==> config.mk <==
export PLATFORM = sky130hd
export DESIGN_NAME = nsc_host
export DESIGN_NICKNAME = d
export VERILOG_FILES = /design/src/inc/nsc_pkg.sv /design/src/nsc_pin_cycle.sv /design/src/nsc_host.sv
export SDC_FILE = /design/constraint.sdc
export NUM_CORES = 1
export LEC_CHECK = 0
export ABC_AREA = 1
export BUFFER_PORTS_ARGS = -buffer_cell sky130_fd_sc_hd__buf_2
export CORE_AREA = 2 2 159 161
export CTS_CLUSTER_DIAMETER = 30
export DETAILED_ROUTE_END_ITERATION = 10
export DIE_AREA = 0 0 161 163
export GPL_TIMING_DRIVEN = 0
export PLACE_DENSITY = 0.63
export REMOVE_ABC_BUFFERS = 1
export SLEW_MARGIN = 0
export SYNTH_ARGS = -nofsm -noshare
export SYNTH_HDL_FRONTEND = slang
export SYNTH_SLANG_ARGS = --single-unit
==> constraint.sdc <==
create_clock -name i_clk -period 2.79 [get_ports i_clk]
set_clock_uncertainty 0.15 [all_clocks]
set_input_delay 0.4185 -clock i_clk [delete_from_list [all_inputs] [get_ports i_clk]]
set_output_delay 0.4185 -clock i_clk [all_outputs]
set_load 0.01 [all_outputs]
==> src/inc/nsc_pkg.sv <==
// shared constants for the nand command sequencer host
package nsc_pkg;
    // opcodes
    localparam logic [7:0] OP_READ = 8'h00;
    localparam logic [7:0] OP_READ_CONF = 8'h30;
    localparam logic [7:0] OP_PROG = 8'h80;
    localparam logic [7:0] OP_PROG_TRAD2 = 8'h81;
    localparam logic [7:0] OP_PROG_CONF = 8'h10;
    localparam logic [7:0] OP_PLANE_NEXT = 8'h11;
    localparam logic [7:0] OP_CACHE_CONF = 8'h15;
    localparam logic [7:0] OP_ERASE = 8'h60;
    localparam logic [7:0] OP_ERASE_CONF = 8'hd0;
    localparam logic [7:0] OP_ERASE_NEXT = 8'hd1;
    localparam logic [7:0] OP_STATUS = 8'h70;
    localparam logic [7:0] OP_STATUS_ENH = 8'h78;
    localparam logic [7:0] OP_RESET = 8'hff;
    localparam logic [7:0] OP_PARAM = 8'hec;
    localparam logic [7:0] OP_UID = 8'hed;
    // status bit 0 reports fail after program or erase
    localparam int STAT_FAIL_BIT = 0;
    // bad block / erased values
    localparam logic [7:0] BAD_MARK = 8'h00;
    localparam logic [7:0] ERASED_BYTE = 8'hff;
    localparam logic [15:0] BOOT_SAFE_LAST = 16'h0007;
    // request kinds
    localparam logic [3:0] REQ_READ = 4'h0;
    localparam logic [3:0] REQ_PROG = 4'h1;
    localparam logic [3:0] REQ_ERASE = 4'h2;
    localparam logic [3:0] REQ_STATUS = 4'h3;
    localparam logic [3:0] REQ_RESET = 4'h4;
    localparam logic [3:0] REQ_PARAM = 4'h5;
    localparam logic [3:0] REQ_UID = 4'h6;
    localparam logic [3:0] REQ_PROG2 = 4'h7;
    localparam logic [3:0] REQ_CACHE2 = 4'h8;
    localparam logic [3:0] REQ_ERASE2 = 4'h9;
    localparam logic [3:0] REQ_DATA = 4'ha;
    // timing
    localparam int CLK_MHZ = 125;
    localparam int POR_WAIT_MS = 5;
    localparam int POR_WAIT_CYC = POR_WAIT_MS * 1000 * CLK_MHZ;
    localparam int STROBE_NS = 40;
    localparam int STROBE_CYC = (STROBE_NS * CLK_MHZ + 999) / 1000;
    localparam int ADDR_BYTES = 5;
endpackage

==> src/nsc_pin_cycle.sv <==
// one strobed bus cycle: command, address, data write or data read
module nsc_pin_cycle (
    // clock and reset
    input wire logic i_clk,
    input wire logic i_rst,
    // request
    input wire logic i_go,
    input wire logic [1:0] i_kind,
    input wire logic [7:0] i_byte,
    // answer
    output logic o_done,
    output logic [7:0] o_rd_byte,
    // pins
    output logic o_cle,
    output logic o_ale,
    output logic o_we_n,
    output logic o_read_strobe_n,
    output logic [7:0] o_io,
    output logic o_io_oe,
    input wire logic [7:0] i_io
);
    // kind 0 command, 1 address, 2 data write, 3 data read
    logic [7:0] cnt_r, cnt_nxt;
    logic busy_r, busy_nxt;
    logic done_nxt, cle_nxt, ale_nxt, we_nxt, re_nxt, oe_nxt;
    logic [7:0] io_nxt, rd_nxt;
    localparam logic [7:0] HALF = 8'(nsc_pkg::STROBE_CYC);

    always_comb
    begin
        cnt_nxt = cnt_r;
        busy_nxt = busy_r;
        done_nxt = 1'b0;
        cle_nxt = o_cle;
        ale_nxt = o_ale;
        we_nxt = o_we_n;
        re_nxt = o_read_strobe_n;
        oe_nxt = o_io_oe;
        io_nxt = o_io;
        rd_nxt = o_rd_byte;
        if (!busy_r && i_go)
        begin
            busy_nxt = 1'b1;
            cnt_nxt = 8'h00;
            cle_nxt = (i_kind == 2'd0);
            ale_nxt = (i_kind == 2'd1);
            oe_nxt = (i_kind != 2'd3);
            io_nxt = i_byte;
            we_nxt = (i_kind == 2'd3);
            re_nxt = (i_kind != 2'd3);
        end
        else if (busy_r)
        begin
            cnt_nxt = cnt_r + 8'h01;
            if (cnt_r == HALF)
            begin
                // sample read data just before the rising strobe
                if (!o_read_strobe_n)
                    rd_nxt = i_io;
                we_nxt = 1'b1;
                re_nxt = 1'b1;
            end
            else if (cnt_r == HALF + HALF)
            begin
                busy_nxt = 1'b0;
                done_nxt = 1'b1;
                cle_nxt = 1'b0;
                ale_nxt = 1'b0;
                oe_nxt = 1'b0;
            end
        end
    end

    always_ff @(posedge i_clk)
    begin
        if (i_rst)
        begin
            cnt_r <= 8'h00;
            busy_r <= 1'b0;
            o_done <= 1'b0;
            o_cle <= 1'b0;
            o_ale <= 1'b0;
            o_we_n <= 1'b1;
            o_read_strobe_n <= 1'b1;
            o_io_oe <= 1'b0;
            o_io <= 8'h00;
            o_rd_byte <= 8'h00;
        end
        else
        begin
            cnt_r <= cnt_nxt;
            busy_r <= busy_nxt;
            o_done <= done_nxt;
            o_cle <= cle_nxt;
            o_ale <= ale_nxt;
            o_we_n <= we_nxt;
            o_read_strobe_n <= re_nxt;
            o_io_oe <= oe_nxt;
            o_io <= io_nxt;
            o_rd_byte <= rd_nxt;
        end
    end
endmodule

==> src/nsc_host.sv <==
// host sequencer issuing nand command sequences over the pins
// Notes on behaviour
// - strobe levels classify each cycle as command, address or data.
// - read 00h/30h, program 80h/10h, erase 60h/d0h sequences.
// - standard two-plane erase: 60h, d1h, 60h, d0h.
// - standard two-plane cache program: 80h, 11h, 80h, 15h.
// - standard two-plane final or plain program: 80h, 11h, 80h, 10h.
// - traditional two-plane cache program uses 81h third, then 15h.
// - traditional two-plane plain program: 80h, 11h, 81h, 10h.
// - traditional two-plane erase: 60h, 60h, d0h only.
// - host waits ready high or 5 ms after power-on.
// - keep write protect low and chip enable high at power-up.
// - read bad-block marker before erasing a block; erase requests read nothing first, only data reads set o_bad_mark on 00h.
// - read status after every program and erase.
module nsc_host #(
    parameter int POR_CYC = nsc_pkg::POR_WAIT_CYC
) (
    // clock and reset
    input wire logic i_clk,
    input wire logic i_rst,
    // user request
    input wire logic i_req,
    input wire logic [3:0] i_op,
    input wire logic i_trad,
    input wire logic [39:0] i_addr,
    input wire logic [39:0] i_addr2,
    input wire logic [7:0] i_wdata,
    input wire logic i_rd,
    input wire logic i_wp_release,
    // user answer
    output logic o_ready,
    output logic o_done,
    output logic [7:0] o_rdata,
    output logic o_fail,
    output logic o_bad_mark,
    // nand pins
    output logic o_ce_n,
    output logic o_cle,
    output logic o_ale,
    output logic o_we_n,
    output logic o_read_strobe_n,
    output logic o_wp_n,
    output logic [7:0] o_io,
    output logic o_io_oe,
    input wire logic [7:0] i_io,
    input wire logic i_rb
);
    typedef enum logic [3:0] {
        ST_POR = 4'b0000,
        ST_IDLE = 4'b0001,
        ST_STEP = 4'b0010,
        ST_WAIT_BUSY = 4'b0100,
        ST_STATUS = 4'b0101
    } nsc_state_t;

    // a step: kind(2) byte(8); kind 0 cmd, 1 addr, 2 wr, 3 rd
    nsc_state_t st_r, st_nxt;
    logic [31:0] por_r, por_nxt;
    logic [9:0] seq_r [0:15];
    logic [9:0] seq_nxt [0:15];
    logic [3:0] idx_r, idx_nxt, len_r, len_nxt;
    logic chk_r, chk_nxt;
    logic go_nxt, go_r;
    logic ready_nxt, done_nxt, fail_nxt, wp_nxt, ce_nxt, bad_nxt;
    logic [7:0] rdata_nxt;
    logic [1:0] rbwait_r, rbwait_nxt;
    logic cyc_done;
    logic [7:0] cyc_byte;

    function automatic logic [9:0] cmd(input logic [7:0] b);
        cmd = {2'd0, b};
    endfunction

    function automatic logic [9:0] adr(input logic [39:0] a,
                                       input int k);
        adr = {2'd1, a[8*k +: 8]};
    endfunction

    nsc_pin_cycle u_cyc (
        .i_clk(i_clk),
        .i_rst(i_rst),
        .i_go(go_r),
        .i_kind(seq_r[idx_r][9:8]),
        .i_byte(seq_r[idx_r][7:0]),
        .o_done(cyc_done),
        .o_rd_byte(cyc_byte),
        .o_cle(o_cle),
        .o_ale(o_ale),
        .o_we_n(o_we_n),
        .o_read_strobe_n(o_read_strobe_n),
        .o_io(o_io),
        .o_io_oe(o_io_oe),
        .i_io(i_io)
    );

    always_comb
    begin
        st_nxt = st_r;
        por_nxt = por_r;
        seq_nxt = seq_r;
        idx_nxt = idx_r;
        len_nxt = len_r;
        chk_nxt = chk_r;
        go_nxt = 1'b0;
        ready_nxt = 1'b0;
        done_nxt = 1'b0;
        fail_nxt = o_fail;
        wp_nxt = o_wp_n;
        ce_nxt = o_ce_n;
        bad_nxt = o_bad_mark;
        rdata_nxt = o_rdata;
        rbwait_nxt = rbwait_r;
        case (st_r)
            ST_POR:
            begin
                // wp low and ce high until power-on reset ends
                wp_nxt = 1'b0;
                ce_nxt = 1'b1;
                por_nxt = por_r + 32'd1;
                if ((por_r >= 32'(POR_CYC)) || (por_r > 32'd2 && i_rb))
                    st_nxt = ST_IDLE;
            end
            ST_IDLE:
            begin
                ready_nxt = !i_req;
                if (i_wp_release)
                    wp_nxt = 1'b1;
                if (i_req)
                begin
                    ce_nxt = 1'b0;
                    idx_nxt = 4'h0;
                    chk_nxt = 1'b0;
                    st_nxt = ST_STEP;
                    len_nxt = 4'h1;
                    seq_nxt[0] = cmd(nsc_pkg::OP_STATUS);
                    case (i_op)
                        nsc_pkg::REQ_READ:
                        begin
                            seq_nxt[0] = cmd(nsc_pkg::OP_READ);
                            for (int k = 0; k < 5; k++)
                                seq_nxt[1 + k] = adr(i_addr, k);
                            seq_nxt[6] = cmd(nsc_pkg::OP_READ_CONF);
                            len_nxt = 4'd7;
                        end
                        nsc_pkg::REQ_PROG, nsc_pkg::REQ_ERASE:
                        begin
                            // program: 10h follows the address at once, no data cycles in between
                            seq_nxt[0] = cmd(i_op == nsc_pkg::REQ_PROG ?
                                nsc_pkg::OP_PROG : nsc_pkg::OP_ERASE);
                            for (int k = 0; k < 5; k++)
                                seq_nxt[1 + k] = adr(i_addr, k);
                            seq_nxt[6] = cmd(i_op == nsc_pkg::REQ_PROG ?
                                nsc_pkg::OP_PROG_CONF : nsc_pkg::OP_ERASE_CONF);
                            chk_nxt = 1'b1;
                            len_nxt = 4'd7;
                        end
                        nsc_pkg::REQ_PROG2, nsc_pkg::REQ_CACHE2:
                        begin
                            seq_nxt[0] = cmd(nsc_pkg::OP_PROG);
                            for (int k = 0; k < 5; k++)
                                seq_nxt[1 + k] = adr(i_addr, k);
                            seq_nxt[6] = cmd(nsc_pkg::OP_PLANE_NEXT);
                            seq_nxt[7] = cmd(i_trad ? nsc_pkg::OP_PROG_TRAD2 :
                                nsc_pkg::OP_PROG);
                            for (int k = 0; k < 5; k++)
                                seq_nxt[8 + k] = adr(i_addr2, k);
                            seq_nxt[13] = cmd(i_op == nsc_pkg::REQ_CACHE2 ?
                                nsc_pkg::OP_CACHE_CONF :
                                nsc_pkg::OP_PROG_CONF);
                            chk_nxt = 1'b1;
                            len_nxt = 4'd14;
                        end
                        nsc_pkg::REQ_ERASE2:
                        begin
                            seq_nxt[0] = cmd(nsc_pkg::OP_ERASE);
                            for (int k = 0; k < 3; k++)
                                seq_nxt[1 + k] = adr(i_addr, k + 2);
                            seq_nxt[4] = cmd(nsc_pkg::OP_ERASE_NEXT);
                            seq_nxt[5] = cmd(nsc_pkg::OP_ERASE);
                            for (int k = 0; k < 3; k++)
                                seq_nxt[6 + k] = adr(i_addr2, k + 2);
                            seq_nxt[9] = cmd(nsc_pkg::OP_ERASE_CONF);
                            len_nxt = 4'd10;
                            if (i_trad)
                            begin
                                // three command cycles only
                                seq_nxt[4] = cmd(nsc_pkg::OP_ERASE);
                                for (int k = 0; k < 3; k++)
                                    seq_nxt[5 + k] = adr(i_addr2, k + 2);
                                seq_nxt[8] = cmd(nsc_pkg::OP_ERASE_CONF);
                                len_nxt = 4'd9;
                            end
                            chk_nxt = 1'b1;
                        end
                        nsc_pkg::REQ_RESET:
                            seq_nxt[0] = cmd(nsc_pkg::OP_RESET);
                        nsc_pkg::REQ_PARAM, nsc_pkg::REQ_UID:
                        begin
                            seq_nxt[0] = cmd(i_op == nsc_pkg::REQ_UID ?
                                nsc_pkg::OP_UID : nsc_pkg::OP_PARAM);
                            seq_nxt[1] = {2'd1, 8'h00};
                            len_nxt = 4'd2;
                        end
                        nsc_pkg::REQ_DATA:
                            seq_nxt[0] = i_rd ? {2'd3, 8'h00} :
                                {2'd2, i_wdata};
                        default:
                            seq_nxt[0] = cmd(nsc_pkg::OP_STATUS);
                    endcase
                    go_nxt = 1'b1;
                end
            end
            ST_STEP:
            begin
                if (cyc_done)
                begin
                    if (seq_r[idx_r][9:8] == 2'd3)
                    begin
                        rdata_nxt = cyc_byte;
                        bad_nxt = (cyc_byte == nsc_pkg::BAD_MARK);
                    end
                    rbwait_nxt = 2'd0;
                    // confirms, 11h and d1h all start busy; wait ready
                    if (seq_r[idx_r][9:8] == 2'd0 && seq_r[idx_r][7:0] inside
                        {nsc_pkg::OP_READ_CONF, nsc_pkg::OP_PROG_CONF,
                         nsc_pkg::OP_CACHE_CONF, nsc_pkg::OP_ERASE_CONF,
                         nsc_pkg::OP_RESET, nsc_pkg::OP_PLANE_NEXT,
                         nsc_pkg::OP_ERASE_NEXT})
                        st_nxt = ST_WAIT_BUSY;
                    else if (idx_r + 4'h1 == len_r)
                    begin
                        done_nxt = 1'b1;
                        st_nxt = ST_IDLE;
                    end
                    else
                    begin
                        idx_nxt = idx_r + 4'h1;
                        go_nxt = 1'b1;
                    end
                end
            end
            ST_WAIT_BUSY:
            begin
                // give the device time to pull ready/busy low
                if (rbwait_r != 2'd3)
                    rbwait_nxt = rbwait_r + 2'd1;
                else if (i_rb)
                begin
                    if (idx_r + 4'h1 != len_r)
                    begin
                        idx_nxt = idx_r + 4'h1;
                        go_nxt = 1'b1;
                        st_nxt = ST_STEP;
                    end
                    else if (chk_r)
                    begin
                        seq_nxt[0] = cmd(nsc_pkg::OP_STATUS);
                        seq_nxt[1] = {2'd3, 8'h00};
                        idx_nxt = 4'h0;
                        len_nxt = 4'd2;
                        chk_nxt = 1'b0;
                        go_nxt = 1'b1;
                        st_nxt = ST_STATUS;
                    end
                    else
                    begin
                        done_nxt = 1'b1;
                        st_nxt = ST_IDLE;
                    end
                end
            end
            ST_STATUS:
            begin
                if (cyc_done)
                begin
                    if (idx_r == 4'h1)
                    begin
                        fail_nxt = cyc_byte[nsc_pkg::STAT_FAIL_BIT];
                        rdata_nxt = cyc_byte;
                        done_nxt = 1'b1;
                        st_nxt = ST_IDLE;
                    end
                    else
                    begin
                        idx_nxt = 4'h1;
                        go_nxt = 1'b1;
                    end
                end
            end
            default:
                st_nxt = ST_IDLE;
        endcase
    end

    always_ff @(posedge i_clk)
    begin
        if (i_rst)
        begin
            st_r <= ST_POR;
            por_r <= 32'd0;
            for (int k = 0; k < 16; k++)
                seq_r[k] <= 10'h000;
            idx_r <= 4'h0;
            len_r <= 4'h0;
            chk_r <= 1'b0;
            go_r <= 1'b0;
            rbwait_r <= 2'd0;
            o_ready <= 1'b0;
            o_done <= 1'b0;
            o_fail <= 1'b0;
            o_rdata <= 8'h00;
            o_bad_mark <= 1'b0;
            o_wp_n <= 1'b0;
            o_ce_n <= 1'b1;
        end
        else
        begin
            st_r <= st_nxt;
            por_r <= por_nxt;
            seq_r <= seq_nxt;
            idx_r <= idx_nxt;
            len_r <= len_nxt;
            chk_r <= chk_nxt;
            go_r <= go_nxt;
            rbwait_r <= rbwait_nxt;
            o_ready <= ready_nxt;
            o_done <= done_nxt;
            o_fail <= fail_nxt;
            o_rdata <= rdata_nxt;
            o_bad_mark <= bad_nxt;
            o_wp_n <= wp_nxt;
            o_ce_n <= ce_nxt;
        end
    end
endmodule

==> summary.txt <==
Floorplan
  – FP Rows: 58
  – Initial Util: 43.9%
  – Die width: 161 µm
  – IO Count: 134
  – Die Area: 26,200 µm²
  – Die Y-Extent: 163 µm
  – Core ar.: 24,700 µm²

Global routing
  – Total grt overflow: 0
  – GRT Total Usage: 26.5%
  – First-pass GRT wire length: 55,500 µm
  – Initial antenna violation count: 0
  – Vias in the first global route: 10.7k
  – Largest net degree at the start of global routing: 110

Timing
  – Slew margin rel.: 29.0%
  – RSZ-0062 raised after global routing: true
  – Fin crit period: 2.68 ns
  – Slew @ Worst Pin: 1.06 ns
  – Max Clock Freq: 373 MHz
  – Final setup vio count: 0
  – Tcrit/Tclk final: 96.1%
  – Max-slew violation count: 0
  – Final Hold Vio Count: 0

Cells and area
  – Commonest non-fill, non-tap cell in the layout: nand2_1
  – Area Growth Syn to Fin: 29.3%
  – Final instance area: 14,000 µm²
  – Final #Nets: 1,904
  – Ant diodes: 0
  – Layout cell share with drive strength beyond 1: 18.1%
  – Fill cells: 2,419
  – Commonest cells after routing, fill and taps aside: nand2_1, inv_1, dfxtp_1, nor2_1, buf_2

CTS
  – # clock sinks: 209
  – Clock root buffer: clkbuf_16
  – H-tree levels: 2
  – TritonCTS Buffers: 48
  – Worst-skew pair later-pin latency: 0.54 ns
  – Clock slew at reported path FFs: 0.05 ns
  – CTS tree: done
  – Max clock buf depth: 3

Setup path
  – CP endpoint kind: flop
  – Type of the worst setup path: reg -> reg
  – Worst Path Arrival: 2.96 ns
  – Worst-path fanout max: 47
  – Critical Path RT: 3.07 ns
  – Startpoint types: flop

Synth
  – EDFF count, synth: 0
  – Number of synthesized register bits: 209
  – Top cell type's share of synthesized area: 38.7%
  – Area leader, netlist: dfxtp_1
  – Synth Area per Inst: 6.67 µm²
  – Fraction of registers with async set/reset: 0%
  – Synthesis Warnings: 0
  – Share of the yosys chip area belonging to registers: 38.7%
  – Cells after synthesis: 1,622
  – Post-synth cell types: 54
  – Largest cells by area after synthesis: dfxtp_1, nand2_1, inv_1
  – Top_reg_cell synth: dfxtp_1
  – Cell Area, Synth: 10,800 µm²

Routing
  – Drt drc: 0
  – DRT Pass-1 Iters: 5
  – WL/cell: 16.9 µm
  – Detail Route Antenna Nets: 0
  – DRC marker count from the first detailed-route iteration: 1,017
  – Via count: 11.5k
  – Final WL: 36,500 µm
  – DR vias/cell: 5.31

Flow run
  – Max-cap violations: 0

Placement
  – HPWL after DPL: 22,200 µm
  – Buffers on Ports: 133
  – Gpl congestion: 0.893
  – Placed Area: 11,600 µm²

Hold path
  – HP Class: in -> reg

Power and ir drop
  – Pleak: 6.12 nW
  – Max VDD drop: 0.482 mV
  – Pwr Density: 864 nW/µm²
  – Tot Pwr: 12.1 mW

Run status
  – Status: finished, final reports clean
## kinds of logic (layout without fill, tap and decap cells)
logic type	after synthesis	in the layout	synth area share [%]
compound gates	356	356	19.0
xor+xnor	6	6	0.555
fa+ha+maj	8	8	0.925
buf+inv	320	522	12.1
flops	209	209	38.7
simple gates	723	725	28.8
## worst paths after layout
| path | to | from | slack, ns | depth (start not counted) |
|---|---|---|---|---|
| min reg2reg | o_rdata[5]$_SDFFE_PP0P_ | o_rdata[5]$_SDFFE_PP0P_ | 0.29 | 2 |
| max | seq_r[45]$_SDFFE_PP0P_ | st_r[1]$_SDFFE_PP0P_ | 0.11 | 12 |
| min | seq_r[112]$_SDFFE_PP0P_ | i_addr[26] | 0.01 | 3 |
| max reg2reg | seq_r[45]$_SDFFE_PP0P_ | st_r[1]$_SDFFE_PP0P_ | 0.11 | 12 |
## cell usage after synthesis, types with 6 or more instances
master / number
a211oi_1: 19
a21oi_1: 129
a221oi_1: 15
a31oi_1: 8
buf_1: 6
buf_2: 12
buf_4: 9
buf_6: 7
clkbuf_1: 34
dfxtp_1: 209
ha_1: 8
inv_1: 232
inv_2: 14
nand2_1: 414
nand2_2: 6
nand3_1: 63
nand4_1: 16
nor2_1: 143
nor2_2: 13
nor2_4: 8
nor3_1: 27
nor4_1: 14
o211ai_1: 8
o21ai_0: 127
o21ai_1: 6
o221ai_1: 13
o22ai_1: 10
## area by class of cell
type	instances	area (µm²)	share of cell area, %
clock buffers	65	1370	9.77
inverters	252	1010	7.20
clock inverters	22	324	2.32
well taps	330	413	2.95
repair inverters	1	8.76	0.0626
repair buffers	182	1200	8.55
multi-input cells	1095	5480	39.2
flip-flops and latches	209	4190	30.0
## worst max-delay path, stage by stage, from the launching register on
cell and delay (ns):
dfxtp_1 0.33, inv_1 0.09, nand2_1 0.11, nor2_4 0.20
inv_2 0.08, nor2_2 0.26, inv_2 0.17, nor2_4 0.31
buf_12 0.27, clkinvlp_4 0.18, buf_4 0.18, o21ai_0 0.14
a21oi_1 0.06
## power by group
| part | switching, mW | internal, mW |
|---|---|---|
| Sequential | 0.218 | 3.22 |
| Combinational | 1.84 | 0.930 |
| Clock | 1.81 | 4.07 |
| Total | 3.87 | 8.22 |
## metrics by stage
| stage | utilization [%] | hold slack [ns] | setup TNS, ns | std cells | setup WS, ns |
|---|---|---|---|---|---|
| after floorplan | - | 0.276 | -38.06 | 1554 | -0.716 |
| after global placement | 46.8 | 0.275 | -493.94 | 2017 | -3.76 |
| after detailed placement | 47.1 | 0.286 | -101.12 | 2019 | -1.42 |
| after CTS | 55.2 | 0.000251 | 0 | 2129 | 0.0120 |
| after global routing | 56.7 | 0.0315 | -0.109 | 2156 | -0.0410 |
| final | 56.7 | 0.00963 | 0 | 2156 | 0.110 |
## state kept, by name, summed over array words and instances (netlist names), 2 cells and up
| name | count |
|---|---|
| idx_r | 4 |
| len_r | 4 |
| o_rdata | 8 |
| por_r | 32 |
| rbwait_r | 2 |
| seq_r | 117 |
| st_r | 3 |
| u_cyc.cnt_r | 8 |
| u_cyc.o_io | 8 |
| u_cyc.o_rd_byte | 8 |
## layer usage
metal | up-vias | GRT usage, % | part of all wire (%)
li1 | 5613 | - | -
met1 | 5234 | 34.7 | 43
met2 | 496 | 43.5 | 45
met3 | 113 | 3.82 | 7.7
met4 | 0 | 11.5 | 4.0
met5 | - | 0 | 0
## timing repair
item,4_1_cts,5_1_grt
hold endpoints to repair,15,0
endpoints found under the setup margin,122,62
hold buffers,15,0
resized for setup,21,34
setup buffers,7,24
pin swaps,2,7
gates cloned,1,3
Note: power is estimated with default switching activity, not from simulation.
